`config.mk`:
```
export PLATFORM = sky130hd
export DESIGN_NAME = scs_status
export DESIGN_NICKNAME = d
export VERILOG_FILES = /design/src/logic/scs_status.v
export VERILOG_INCLUDE_DIRS = /design/src /design/src/logic
export SDC_FILE = /design/constraint.sdc
export NUM_CORES = 1
export LEC_CHECK = 0
export ABC_CLOCK_PERIOD_IN_PS = 4900
export BUFFER_PORTS_ARGS = -buffer_cell sky130_fd_sc_hd__buf_2
export CELL_PAD_IN_SITES_DETAIL_PLACEMENT = 1
export CELL_PAD_IN_SITES_GLOBAL_PLACEMENT = 1
export CORE_ASPECT_RATIO = 1.4
export CORE_MARGIN = 4
export CORE_UTILIZATION = 42
export DETAILED_ROUTE_END_ITERATION = 6
export PLACE_DENSITY_LB_ADDON = 0.25
export SLEW_MARGIN = 30
export SYNTH_ARGS = -nofsm -noshare
export SYNTH_HDL_FRONTEND = slang
export SYNTH_SLANG_ARGS = --single-unit
```
`constraint.sdc`:
```
create_clock -name clk_i -period 4.9 [get_ports clk_i]
set_input_delay 0.49 -clock clk_i [delete_from_list [all_inputs] [get_ports clk_i]]
set_output_delay 0.49 -clock clk_i [all_outputs]
set_load 0.01 [all_outputs]
```
`src/logic/scs_status_regs.vh`:
```
// Constants for the SPI card status reporting block.
// Assumes a 32-bit plain register port with a 4-bit word address.
`ifndef SCS_STATUS_REGS_VH
`define SCS_STATUS_REGS_VH

// Register word addresses
`define SCS_ADDR_FLAGS     4'h0
`define SCS_ADDR_CTRL      4'h1
`define SCS_ADDR_OCR       4'h2
`define SCS_ADDR_LINK      4'h3
`define SCS_ADDR_CSD_BASE  4'h4
`define SCS_ADDR_CID_BASE  4'h8
`define SCS_ADDR_WORD_MSK  4'hC

// Control register fields
`define SCS_CTRL_RESET_CMD 0
`define SCS_CTRL_INIT_DONE 1
`define SCS_CTRL_RST_VAL   2'h0

// Link status register fields
`define SCS_LINK_BUSY      0
`define SCS_LINK_GAP_OK    1
`define SCS_LINK_SEL       2

// Token shapes
`define SCS_TOK_W          16
`define SCS_SHORT_BITS     5'h08
`define SCS_STATUS_BITS    5'h10
`define SCS_ERRTOK_BITS    5'h08
`define SCS_BITS_ZERO      5'h00
`define SCS_BITS_ONE       5'h01
`define SCS_FILL_BYTE      8'hFF
`define SCS_ERR_PAD        3'h0

`endif

```
`src/logic/scs_status.v`:
```
// SPI card status flags, token serializer and register view.
// Assumes the SPI clock and chip select come from a host outside clk_i's domain,
// and that card events and token requests come from logic on clk_i.
//
// Our own choices: the register addresses and the address-and-strobe port.
`timescale 1ns/10ps
`include "scs_status_regs.vh"

// Behaviour
// [RULE_01] Flags leave in short response, two-byte status response and data error token.
// [RULE_02] Each error flag clears once sent to the host in any token; cleared at token load here, even if deselect abandons it.
// [RULE_03] Out-of-range sets on bad argument range; status and error token; clears on read.
// [RULE_04] Address error sets on misaligned address; short and status; clears on read.
// [RULE_05] Erase sequence error sets on bad erase ordering; clears on read.
// [RULE_06] Erase parameter error, status only, sets on bad erase parameters.
// [RULE_07] Parameter error sets on invalid command parameter; clears on read.
// [RULE_08] Write protect violation, status only, sets on program of protected block.
// [RULE_09] Command CRC error sets when previous command CRC failed; clears on read.
// [RULE_10] Illegal command sets when command not allowed in state; clears on read.
// [RULE_11] ECC failure sets on uncorrectable data; status and error token.
// [RULE_12] Controller error sets on internal fault; status and error token.
// [RULE_13] General error sets on unknown failure; status and error token.
// [RULE_14] Protected erase skip, status only, sets on partial erase.
// [RULE_15] Locked bit is live lock state, never cleared by reading.
// [RULE_16] Erase reset sets when pending erase is cancelled; clears on read.
// [RULE_17] Idle set at power-up or reset command, dropped after initialization.
// [RULE_18] Configuration overwrite, status only, sets on forbidden config change.
// [RULE_19] Only operating-conditions, card-data and identification registers are exposed.
// [RULE_20] Host keeps clocking at least the response gap after any token.
// [RULE_21] Error token low four bits match status second byte error meanings.
// [RULE_22] Data output floats while deselected, drives high between tokens.
// [RULE_23] Lock command failed, status only, sets on lock/unlock error.
module scs_status #(
  parameter [31:0]  OCR_VALUE     = 32'h00FF8000,
  parameter [127:0] CSD_VALUE     = 128'h0,
  parameter [127:0] CID_VALUE     = 128'h0, // Arbitrary identity content
  parameter         GAP_CYCLES    = 8,
  parameter         GAP_W         = 4
) (
  input  wire        clk_i,
  input  wire        rst_i,
  // SPI pins
  input  wire        spi_sck_i,
  input  wire        spi_cs_n_i,
  output wire        spi_miso_o,
  output wire        spi_miso_oe_n_o,
  // Card events, one-cycle pulses; card_locked_i is a level
  input  wire        ev_out_of_range_i,
  input  wire        ev_addr_err_i,
  input  wire        ev_erase_seq_i,
  input  wire        ev_erase_param_i,
  input  wire        ev_param_err_i,
  input  wire        ev_wp_violation_i,
  input  wire        ev_crc_err_i,
  input  wire        ev_illegal_cmd_i,
  input  wire        ev_ecc_fail_i,
  input  wire        ev_ctrl_err_i,
  input  wire        ev_gen_err_i,
  input  wire        ev_wp_erase_skip_i,
  input  wire        ev_erase_reset_i,
  input  wire        ev_cfg_overwrite_i,
  input  wire        ev_lock_fail_i,
  input  wire        ev_reset_cmd_i,
  input  wire        ev_init_done_i,
  input  wire        card_locked_i,
  // Token requests
  input  wire        short_req_i,
  input  wire        status_req_i,
  input  wire        errtok_req_i,
  output wire        tok_busy_o,
  output reg         tok_done_o,
  output wire        gap_ok_o,
  // Register port
  input  wire [3:0]  reg_addr_i,
  input  wire [31:0] reg_wdata_i,
  input  wire        reg_we_i,
  input  wire        reg_re_i,
  output reg  [31:0] reg_rdata_o
);

  // Pin synchronisers
  reg  [2:0]  sck_sync_q;
  reg  [1:0]  cs_sync_q;
  wire        sck_fall;
  wire        sck_rise;
  wire        selected;

  always @(posedge clk_i or posedge rst_i) begin
    if (rst_i) begin
      sck_sync_q <= 3'h0;
      cs_sync_q  <= 2'h3;
    end else begin
      sck_sync_q <= {sck_sync_q[1:0], spi_sck_i};
      cs_sync_q  <= {cs_sync_q[0], spi_cs_n_i};
    end
  end

  // Stage 0 only feeds stage 1; edges come from stages 1 and 2
  assign sck_rise = sck_sync_q[1] & ~sck_sync_q[2];
  assign sck_fall = ~sck_sync_q[1] & sck_sync_q[2];
  assign selected = ~cs_sync_q[1];

  // Sticky error flags
  reg  out_of_range_q, addr_err_q, erase_seq_q, erase_param_q;
  reg  param_err_q, wp_violation_q, crc_err_q, illegal_cmd_q;
  reg  ecc_fail_q, ctrl_err_q, gen_err_q, wp_erase_skip_q;
  reg  erase_reset_q, cfg_overwrite_q, lock_fail_q, idle_q;
  reg  [1:0] ctrl_q;

  wire [7:0]  short_byte;
  wire [7:0]  status_byte2;
  wire [7:0]  errtok_byte;
  wire        load_short;
  wire        load_status;
  wire        load_errtok;
  wire        clr_short;
  wire        clr_status2;
  wire        clr_errtok;

  assign short_byte   = {1'b0, param_err_q, addr_err_q, erase_seq_q,
                         crc_err_q, illegal_cmd_q, erase_reset_q, idle_q}; // see [RULE_01]
  assign status_byte2 = {out_of_range_q | cfg_overwrite_q, erase_param_q,
                         wp_violation_q, ecc_fail_q, ctrl_err_q, gen_err_q,
                         wp_erase_skip_q | lock_fail_q, card_locked_i}; // see [RULE_15]
  // Same bit meanings as status second byte bits 0, 2, 3, 4 and 7, in other positions
  assign errtok_byte  = {`SCS_ERR_PAD, card_locked_i, out_of_range_q,
                         ecc_fail_q, ctrl_err_q, gen_err_q}; // see [RULE_21]

  // Clear what the token just carried; the whole status clears both bytes
  assign clr_short   = load_short | load_status;                   // see [RULE_02]
  assign clr_status2 = load_status;                                // see [RULE_02]
  assign clr_errtok  = load_status | load_errtok;                  // see [RULE_02]

  // Set wins over a clear in the same cycle
  always @(posedge clk_i or posedge rst_i) begin
    if (rst_i) begin
      out_of_range_q  <= 1'b0;
      addr_err_q      <= 1'b0;
      erase_seq_q     <= 1'b0;
      erase_param_q   <= 1'b0;
      param_err_q     <= 1'b0;
      wp_violation_q  <= 1'b0;
      crc_err_q       <= 1'b0;
      illegal_cmd_q   <= 1'b0;
      ecc_fail_q      <= 1'b0;
      ctrl_err_q      <= 1'b0;
      gen_err_q       <= 1'b0;
      wp_erase_skip_q <= 1'b0;
      erase_reset_q   <= 1'b0;
      cfg_overwrite_q <= 1'b0;
      lock_fail_q     <= 1'b0;
      idle_q          <= 1'b1;                                      // see [RULE_17]
    end else begin
      out_of_range_q  <= ev_out_of_range_i  | (out_of_range_q  & ~clr_errtok);  // see [RULE_03]
      addr_err_q      <= ev_addr_err_i      | (addr_err_q      & ~clr_short);   // see [RULE_04]
      erase_seq_q     <= ev_erase_seq_i     | (erase_seq_q     & ~clr_short);   // see [RULE_05]
      erase_param_q   <= ev_erase_param_i   | (erase_param_q   & ~clr_status2); // see [RULE_06]
      param_err_q     <= ev_param_err_i     | (param_err_q     & ~clr_short);   // see [RULE_07]
      wp_violation_q  <= ev_wp_violation_i  | (wp_violation_q  & ~clr_status2); // see [RULE_08]
      crc_err_q       <= ev_crc_err_i       | (crc_err_q       & ~clr_short);   // see [RULE_09]
      illegal_cmd_q   <= ev_illegal_cmd_i   | (illegal_cmd_q   & ~clr_short);   // see [RULE_10]
      ecc_fail_q      <= ev_ecc_fail_i      | (ecc_fail_q      & ~clr_errtok);  // see [RULE_11]
      ctrl_err_q      <= ev_ctrl_err_i      | (ctrl_err_q      & ~clr_errtok);  // see [RULE_12]
      gen_err_q       <= ev_gen_err_i       | (gen_err_q       & ~clr_errtok);  // see [RULE_13]
      wp_erase_skip_q <= ev_wp_erase_skip_i | (wp_erase_skip_q & ~clr_status2); // see [RULE_14]
      erase_reset_q   <= ev_erase_reset_i   | (erase_reset_q   & ~clr_short);   // see [RULE_16]
      cfg_overwrite_q <= ev_cfg_overwrite_i | (cfg_overwrite_q & ~clr_status2); // see [RULE_18]
      lock_fail_q     <= ev_lock_fail_i     | (lock_fail_q     & ~clr_status2); // see [RULE_23]
      // Reset command wins over a simultaneous init done
      if (ev_reset_cmd_i | ctrl_q[`SCS_CTRL_RESET_CMD])
        idle_q <= 1'b1;                                             // see [RULE_17]
      else if (ev_init_done_i | ctrl_q[`SCS_CTRL_INIT_DONE])
        idle_q <= 1'b0;                                             // see [RULE_17]
    end
  end

  // Token serializer
  localparam ST_IDLE  = 2'h0;
  localparam ST_SHIFT = 2'h1;
  localparam ST_GAP   = 2'h2;

  reg  [1:0]            state_q;
  reg  [`SCS_TOK_W-1:0] shift_q;
  reg  [4:0]            bits_q;
  reg                   miso_q;
  reg  [GAP_W-1:0]      gap_q;
  wire                  can_load;

  assign can_load    = (state_q != ST_SHIFT) & selected;
  // Status request outranks the error token, which outranks the short response
  assign load_status = can_load & status_req_i;
  assign load_errtok = can_load & ~status_req_i & errtok_req_i;
  assign load_short  = can_load & ~status_req_i & ~errtok_req_i & short_req_i;

  always @(posedge clk_i or posedge rst_i) begin
    if (rst_i) begin
      state_q    <= ST_IDLE;
      shift_q    <= {`SCS_TOK_W{1'b1}};
      bits_q     <= `SCS_BITS_ZERO;
      miso_q     <= 1'b1;
      gap_q      <= {GAP_W{1'b0}};
      tok_done_o <= 1'b0;
    end else begin
      tok_done_o <= 1'b0;
      case (state_q)
        ST_IDLE, ST_GAP: begin
          if (state_q == ST_GAP && sck_rise && gap_q != GAP_CYCLES[GAP_W-1:0])
            gap_q <= gap_q + 1'b1;                                  // see [RULE_20]
          if (state_q == ST_GAP && !selected)
            state_q <= ST_IDLE;
          if (load_status) begin
            shift_q <= {short_byte[6:0], status_byte2, 1'b1};
            miso_q  <= short_byte[7];                               // see [RULE_01]
            bits_q  <= `SCS_STATUS_BITS;
            state_q <= ST_SHIFT;
          end else if (load_errtok) begin
            shift_q <= {errtok_byte[6:0], `SCS_FILL_BYTE, 1'b1};
            miso_q  <= errtok_byte[7];                              // see [RULE_01]
            bits_q  <= `SCS_ERRTOK_BITS;
            state_q <= ST_SHIFT;
          end else if (load_short) begin
            shift_q <= {short_byte[6:0], `SCS_FILL_BYTE, 1'b1};
            miso_q  <= short_byte[7];                               // see [RULE_01]
            bits_q  <= `SCS_SHORT_BITS;
            state_q <= ST_SHIFT;
          end else begin
            miso_q <= 1'b1;                                         // see [RULE_22]
          end
        end
        ST_SHIFT: begin
          if (!selected) begin
            // Deselect abandons the token; flags were already cleared
            state_q <= ST_IDLE;
            miso_q  <= 1'b1;
            bits_q  <= `SCS_BITS_ZERO;
          end else if (sck_fall) begin
            if (bits_q == `SCS_BITS_ONE) begin
              miso_q     <= 1'b1;                                   // see [RULE_22]
              bits_q     <= `SCS_BITS_ZERO;
              state_q    <= ST_GAP;
              gap_q      <= {GAP_W{1'b0}};
              tok_done_o <= 1'b1;
            end else begin
              miso_q  <= shift_q[`SCS_TOK_W-1];
              shift_q <= {shift_q[`SCS_TOK_W-2:0], 1'b1};
              bits_q  <= bits_q - 1'b1;
            end
          end
        end
        default: begin
          state_q <= ST_IDLE;
          miso_q  <= 1'b1;
        end
      endcase
    end
  end

  // Floats whenever the synchronised chip select is high
  assign spi_miso_o      = miso_q | ~selected;                      // see [RULE_22]
  assign spi_miso_oe_n_o = ~selected;                               // see [RULE_22]
  assign tok_busy_o      = (state_q == ST_SHIFT);
  // Host counts on this only if it keeps clocking past the token
  assign gap_ok_o        = (state_q == ST_GAP) &&
                           (gap_q == GAP_CYCLES[GAP_W-1:0]);        // see [RULE_20]

  // Register port
  always @(posedge clk_i or posedge rst_i) begin
    if (rst_i)
      ctrl_q <= `SCS_CTRL_RST_VAL;
    else if (reg_we_i && reg_addr_i == `SCS_ADDR_CTRL)
      ctrl_q <= reg_wdata_i[1:0];
    else
      ctrl_q <= ctrl_q & ~(2'h1 << `SCS_CTRL_RESET_CMD); // Reset command self-clears
  end

  reg  [31:0] rdata_d;
  wire [1:0]  word_sel;

  assign word_sel = reg_addr_i[1:0];

  // Reads of flags here are a debug view: they do not clear anything
  always @* begin
    rdata_d = 32'h0;
    case (reg_addr_i & `SCS_ADDR_WORD_MSK)
      `SCS_ADDR_FLAGS: begin
        case (reg_addr_i)
          `SCS_ADDR_FLAGS: rdata_d = {8'h0, errtok_byte, short_byte, status_byte2};
          `SCS_ADDR_CTRL:  rdata_d = {30'h0, ctrl_q};
          `SCS_ADDR_OCR:   rdata_d = OCR_VALUE;                     // see [RULE_19]
          `SCS_ADDR_LINK:  rdata_d = {29'h0, selected, gap_ok_o, tok_busy_o};
          default:         rdata_d = 32'h0;
        endcase
      end
      `SCS_ADDR_CSD_BASE: rdata_d = CSD_VALUE[{word_sel, 5'h00} +: 32]; // see [RULE_19]
      `SCS_ADDR_CID_BASE: rdata_d = CID_VALUE[{word_sel, 5'h00} +: 32]; // see [RULE_19]
      default:            rdata_d = 32'h0;
    endcase
  end

  always @(posedge clk_i or posedge rst_i) begin
    if (rst_i)
      reg_rdata_o <= 32'h0;
    else if (reg_re_i)
      reg_rdata_o <= rdata_d;
    else
      reg_rdata_o <= 32'h0;
  end

endmodule // scs_status

```
# Word-level counts from Yosys, hierarchy flattened
# Index checks and enable logic that the tools add are counted.
[op_classes]
n_addsub = 2
n_eq_ne = 20
n_shift = 1
n_mux = 44
n_bitwise = 53
reduce_logical = 16
[op_table]
columns = ["operator", "n"]
rows = [
  ["128-bit by 8-bit variable part select with 32-bit output, first input constant", 1],
  ["16-bit 2-to-1 mux", 6],
  ["24-bit one-hot mux with 4 select lines", 1],
  ["32-bit one-hot mux with 2 select lines", 1],
  ["32-bit 2-to-1 mux", 1],
  ["16-bit one-hot mux with 2 select lines", 1],
  ["5-bit 2-to-1 mux", 6],
  ["1-bit bitwise AND", 23],
  ["1-bit bitwise OR", 22],
  ["4-bit 2-to-1 mux", 4],
  ["2-bit 2-to-1 mux", 7],
  ["1-bit 2-to-1 mux", 13],
  ["5-bit one-hot mux with 2 select lines", 1],
  ["5-bit AND reduction", 2],
  ["4-bit by 2-bit equality test with 1-bit output, second input constant", 2],
  ["4-bit zero test", 2],
  ["4-bit != test, second input constant", 2],
  ["1-bit inverter", 8],
  ["4-bit one-hot mux with 2 select lines", 1],
  ["2-bit by 1-bit != test with 1-bit output, second input constant", 3],
  ["2-bit != test, second input constant", 3],
  ["3-bit by 1-bit != test with 1-bit output, second input constant", 2],
  ["3-bit AND reduction", 2],
  ["5-bit by 1-bit equality test with 1-bit output, second input constant", 1],
  ["other kinds (13)", 21],
]
[totals]
register_bits = 84
inputBits = 63
elab_cells = 163

# Longest topological paths before layout
[depth]
word_depth = 9
mapped_depth = 8
ltp_nobuf = 6

# Worst setup path before layout
# No wires, ideal clock.
[synth_path]
kind = "reg2reg"
startpoint = "register bits_q[1]"
endpoint = "register shift_q[15]"
setup_time_ns = 0.082
arrival_ns = 1.766
required_time_ns = 4.818
slack_ns = 3.052
stages_incl_launch_ff = 9
n_path_buf = 2
path_cell_list = "dfrtp_1 -> inv_1 -> ha_1 -> or4b_4 -> buf_6 -> nand3_4 -> nand2_4 -> buf_6 -> mux2_4"
[synth_between]
elab_chain_cells = 3
[synth_lines]
columns = ["element", "line_no", "source"]
rows = [
  ["from (decl)", "scs_status.v:184", "reg [4:0] bits_q;"],
  ["from (signal assigned)", "scs_status.v:199", "bits_q <= `SCS_BITS_ZERO;"],
  ["from (signal assigned)", "scs_status.v:214", "bits_q <= `SCS_STATUS_BITS;"],
  ["from (signal assigned)", "scs_status.v:219", "bits_q <= `SCS_ERRTOK_BITS;"],
  ["5-bit by 1-bit equality test with 1-bit output (no source line)", "--", ""],
  ["2-bit != test (no source line)", "--", ""],
  ["5-bit AND reduction (no source line)", "--", ""],
  ["to (signal assigned)", "scs_status.v:198", "shift_q <= {`SCS_TOK_W{1'b1}};"],
  ["to (signal assigned)", "scs_status.v:212", "shift_q <= {short_byte[6:0], status_byte2, 1'b1};"],
  ["to (signal assigned)", "scs_status.v:217", "shift_q <= {errtok_byte[6:0], `SCS_FILL_BYTE, 1'b1};"],
  ["to (decl)", "scs_status.v:183", "reg [`SCS_TOK_W-1:0] shift_q;"],
]
# No other way between the ends.
# A chain may end at the register's enable or synchronous reset.

# Worst setup path after layout
[layout_path]
startpoint = "register state_q[1]"
endpoint = "output port tok_busy_o"
[layout_between]
elab_chain_cells = 1
[layout_lines]
columns = ["element", "line_no", "source"]
rows = [
  ["from (decl)", "scs_status.v:182", "reg [1:0] state_q;"],
  ["from (signal assigned)", "scs_status.v:197", "state_q <= ST_IDLE;"],
  ["from (signal assigned)", "scs_status.v:210", "state_q <= ST_IDLE;"],
  ["from (signal assigned)", "scs_status.v:215", "state_q <= ST_SHIFT;"],
  ["2-bit by 1-bit equality test with 1-bit output", "scs_status.v:261", "assign tok_busy_o = (state_q == ST_SHIFT);"],
  ["to (decl)", "scs_status.v:70", "output wire tok_busy_o,"],
]
# No other way between the ends.

==> impl_metrics.csv <==
group,metric,value,unit
floorplanning,row_count,37,
cts,cts_made_buffers,9,
floorplanning,die_area,0.00913,sq mm
yosys,synth-seq-cells,72,
run,drv_cap,0,
cts,h-tree-depth,3,
setup_path,endpoint_kind,"output pin",
cts,ctsHoldBuffers,0,
cts,insertion_delay,0.35,ns
yosys,synthCells,276,
global_routing,grt_overflow_total,0,
timing,fmax,356,MHz
routing,drc,0,
setup_path,crit_start,"state_q[1]$_DFFE_PP0P_",
yosys,synth_area,0.00321,sq mm
cts,cts_repair_resize_count,0,
cts,cts_setup_buffers,0,
yosys,ys.flop_type,"dfrtp_1",
routing,drtIter0Drc,53,
hold_path,hold_path_class,"primary input to asynchronous set/reset pin",
finish,syn_to_final_growth,16.9,%
timing,tns,0,ns
routing,wirelength,7290,microns
yosys,synth_edf_count,0,
global_routing,grt_pass1_wl,12300,microns
finish,post-route-util,50.7,%
cts,cts_sinks,72,
setup_path,path_class,"flip-flop to output pin",
cts,cts.clk_slew.worst_paths,0.09,ns
timing,setup_violations,0,
power,p_leak,0.00180,uW
yosys,syn_area_per_cell,11.6,sq um
floorplanning,start_util,43.4,%
floorplanning,die_w,81.9,microns
yosys,yosysWarnings,0,
setup_path,critPathArrivalTime,2.32,ns
routing,wl_met1,2960,microns
cts,root_buffer,"clkbuf_8",
global_routing,grt_util_all_layers,17.6,%
timing,worst_slack,2.09,ns
routing,first_pass_iters,4,
timing,finalCritPeriodShare,57.3,%
routing,routed_via_density,5.15,
setup_path,start_kind,"flip-flop",
yosys,yosysSeqAreaShare,56.8,%
finish,layout_common_cells,"61 x buf_2, 53 x dfrtp_1, 19 x nor2_1, 19 x dfstp_2, 15 x a21o_1",
yosys,ys_async_sr_fraction,100,%
finish,diodes,0,
power,vdd_drop_max,0.216,mV
timing,rsz0062_at_grt,"false",
place,pre_cts_ws,2.14,ns
routing,vias,2257,
power,p_per_area,388,mW/mm^2
finish,final_cells,438,
cts,clk_path_buf_depth,2,
routing,wl_met3,179,microns
floorplanning,core,0.00741,sq mm
setup_path,required,4.41,ns
floorplanning,ios,100,
timing,report.final.slew_viol_count,0,
timing,worst_pin_slew,0.879,ns
status,status,"finished, final reports clean",
finish,final_common_cell,"buf_2",
routing,top_layer,"met4",
yosys,synth_cell_types,47,
timing,worst_hold_slack,0.156,ns
global_routing,antenna_found_initial,0,
finish,nNetsFinal,403,
routing,ant_nets,0,
floorplanning,die_h,111,microns
setup_path,crit_path_max_fanout,23,
routing,wl_met2,4000,microns
cts,cts_tree,"built",
place,detailed_place_hpwl,5330,microns
global_routing,grt_max_degree,51,
timing,hold_viol,0,
place,placed_cells,422,
setup_path,r2r-start,"state_q[1]$_DFFE_PP0P_",
routing,avgRoutedWirePerCell,16.6,microns
global_routing,grt_pass1_vias,2486,
setup_path,r2r_cells,5,
timing,finClkSkew,0.0159,ns
finish,drive_above_1_share,34.0,%
timing,relSlewSlack,41.4,%
place,numPortBuffers,61,
timing,finalCriticalPeriod,2.81,ns
place,gp_congestion,0.802,
power by group:
part | switching, uW | leakage (uW) | internal [uW]
Combinational | 117 | 0.000848 | 103
Sequential | 49.1 | 0.000853 | 680
Clock | 221 | 0.000102 | 285
Total | 387 | 0.00180 | 1070
flip-flops by register name, summed over array words and instances (netlist names), 2 cells and up:
signal       cells
sck_sync_q       3
reg_rdata_o     21
gap_q            4
state_q          2
bits_q           5
cs_sync_q        2
ctrl_q           2
shift_q         15
metal layers:
metal | track usage (%) | vias to the layer above
met5 | 0 | -
met4 | 7.43 | 0
met3 | 3.88 | 10
met2 | 29.6 | 33
met1 | 21.4 | 1149
li1 | - | 1065
cells by family (layout without fill, tap and decap cells):
logic type,count (synthesis),count (layout),synth area share (%)
AO/OA/AOI/OAI,62,62,13.1
XOR/XNOR,2,2,0.545
adder cells (fa/ha/maj),4,4,1.56
buffers and inverters,37,95,6.19
flip-flops,72,72,56.8
multiplexers,24,24,8.41
other,1,8,0.117
AND/OR/NAND/NOR,74,74,13.2
layout make-up:
class | instances | area (sq um)
clock buffer | 10 | 128
clock inverter | 6 | 85.1
fill | 854 | 3650
inverter | 16 | 60.1
multi-input combinational | 174 | 1210
sequential | 72 | 1830
tap | 97 | 121
timing repair buffer | 63 | 320
worst paths after layout:
kind                                                 end  slack [ns]
max in group asynchronous           ctrl_err_q$_DFF_PP0_        3.77
worst min-delay path            reg_rdata_o[7]$_DFF_PP0_        0.16
worst max register to register     bits_q[1]$_DFFE_PP0P_        2.19
min in group clk_i                cs_sync_q[0]$_DFF_PP1_        0.24
worst max-delay path                          tok_busy_o        2.09
worst min register to register   sck_sync_q[1]$_DFF_PP0_        0.35
worst max-delay path: stages (launching register included):
cell,delay [ns]
dfrtp_1,0.46
nand2b_1,0.72
clkinv_1,0.51
buf_2,0.27
through the flow:
stage / power (uW) / area, sq um
finish: 1460 / 3750
global route: 1540 / 3750
CTS: 1470 / 3750
detailed placement: 965 / 3540
global placement: 953 / 3540
floorplan: 900 / 3240
synthesized netlist by cell type, types with 2 or more instances:
master      n  area share [%]
nand3_1     5            0.78
a32o_1      3            0.93
mux2i_1    12             3.7
nor3_1      3            0.47
inv_1      15             1.8
nor2_1     19             2.2
o22ai_1     6             1.2
nor3b_2     2            0.78
nand2b_1    3            0.58
nand2_1    12             1.4
mux2_2      8             2.8
buf_4      12             2.8
ha_1        4             1.6
a21o_1     15             3.5
o21a_1      7             1.6
o2bb2ai_1   2            0.55
mux2_4      4             1.9
and2_1     12             2.3
buf_6       2            0.70
nand3b_1    2            0.47
o21ai_0    12             1.9
dfstp_2    19              16
dfrtp_1    53              41
clkbuf_1    7            0.82
a21oi_1    11             1.7
o32a_1      2            0.62
nor2b_1     2            0.39
xor2_1      2            0.55
or3_1       2            0.39
No activity file was read; power rests on OpenSTA's default activity.
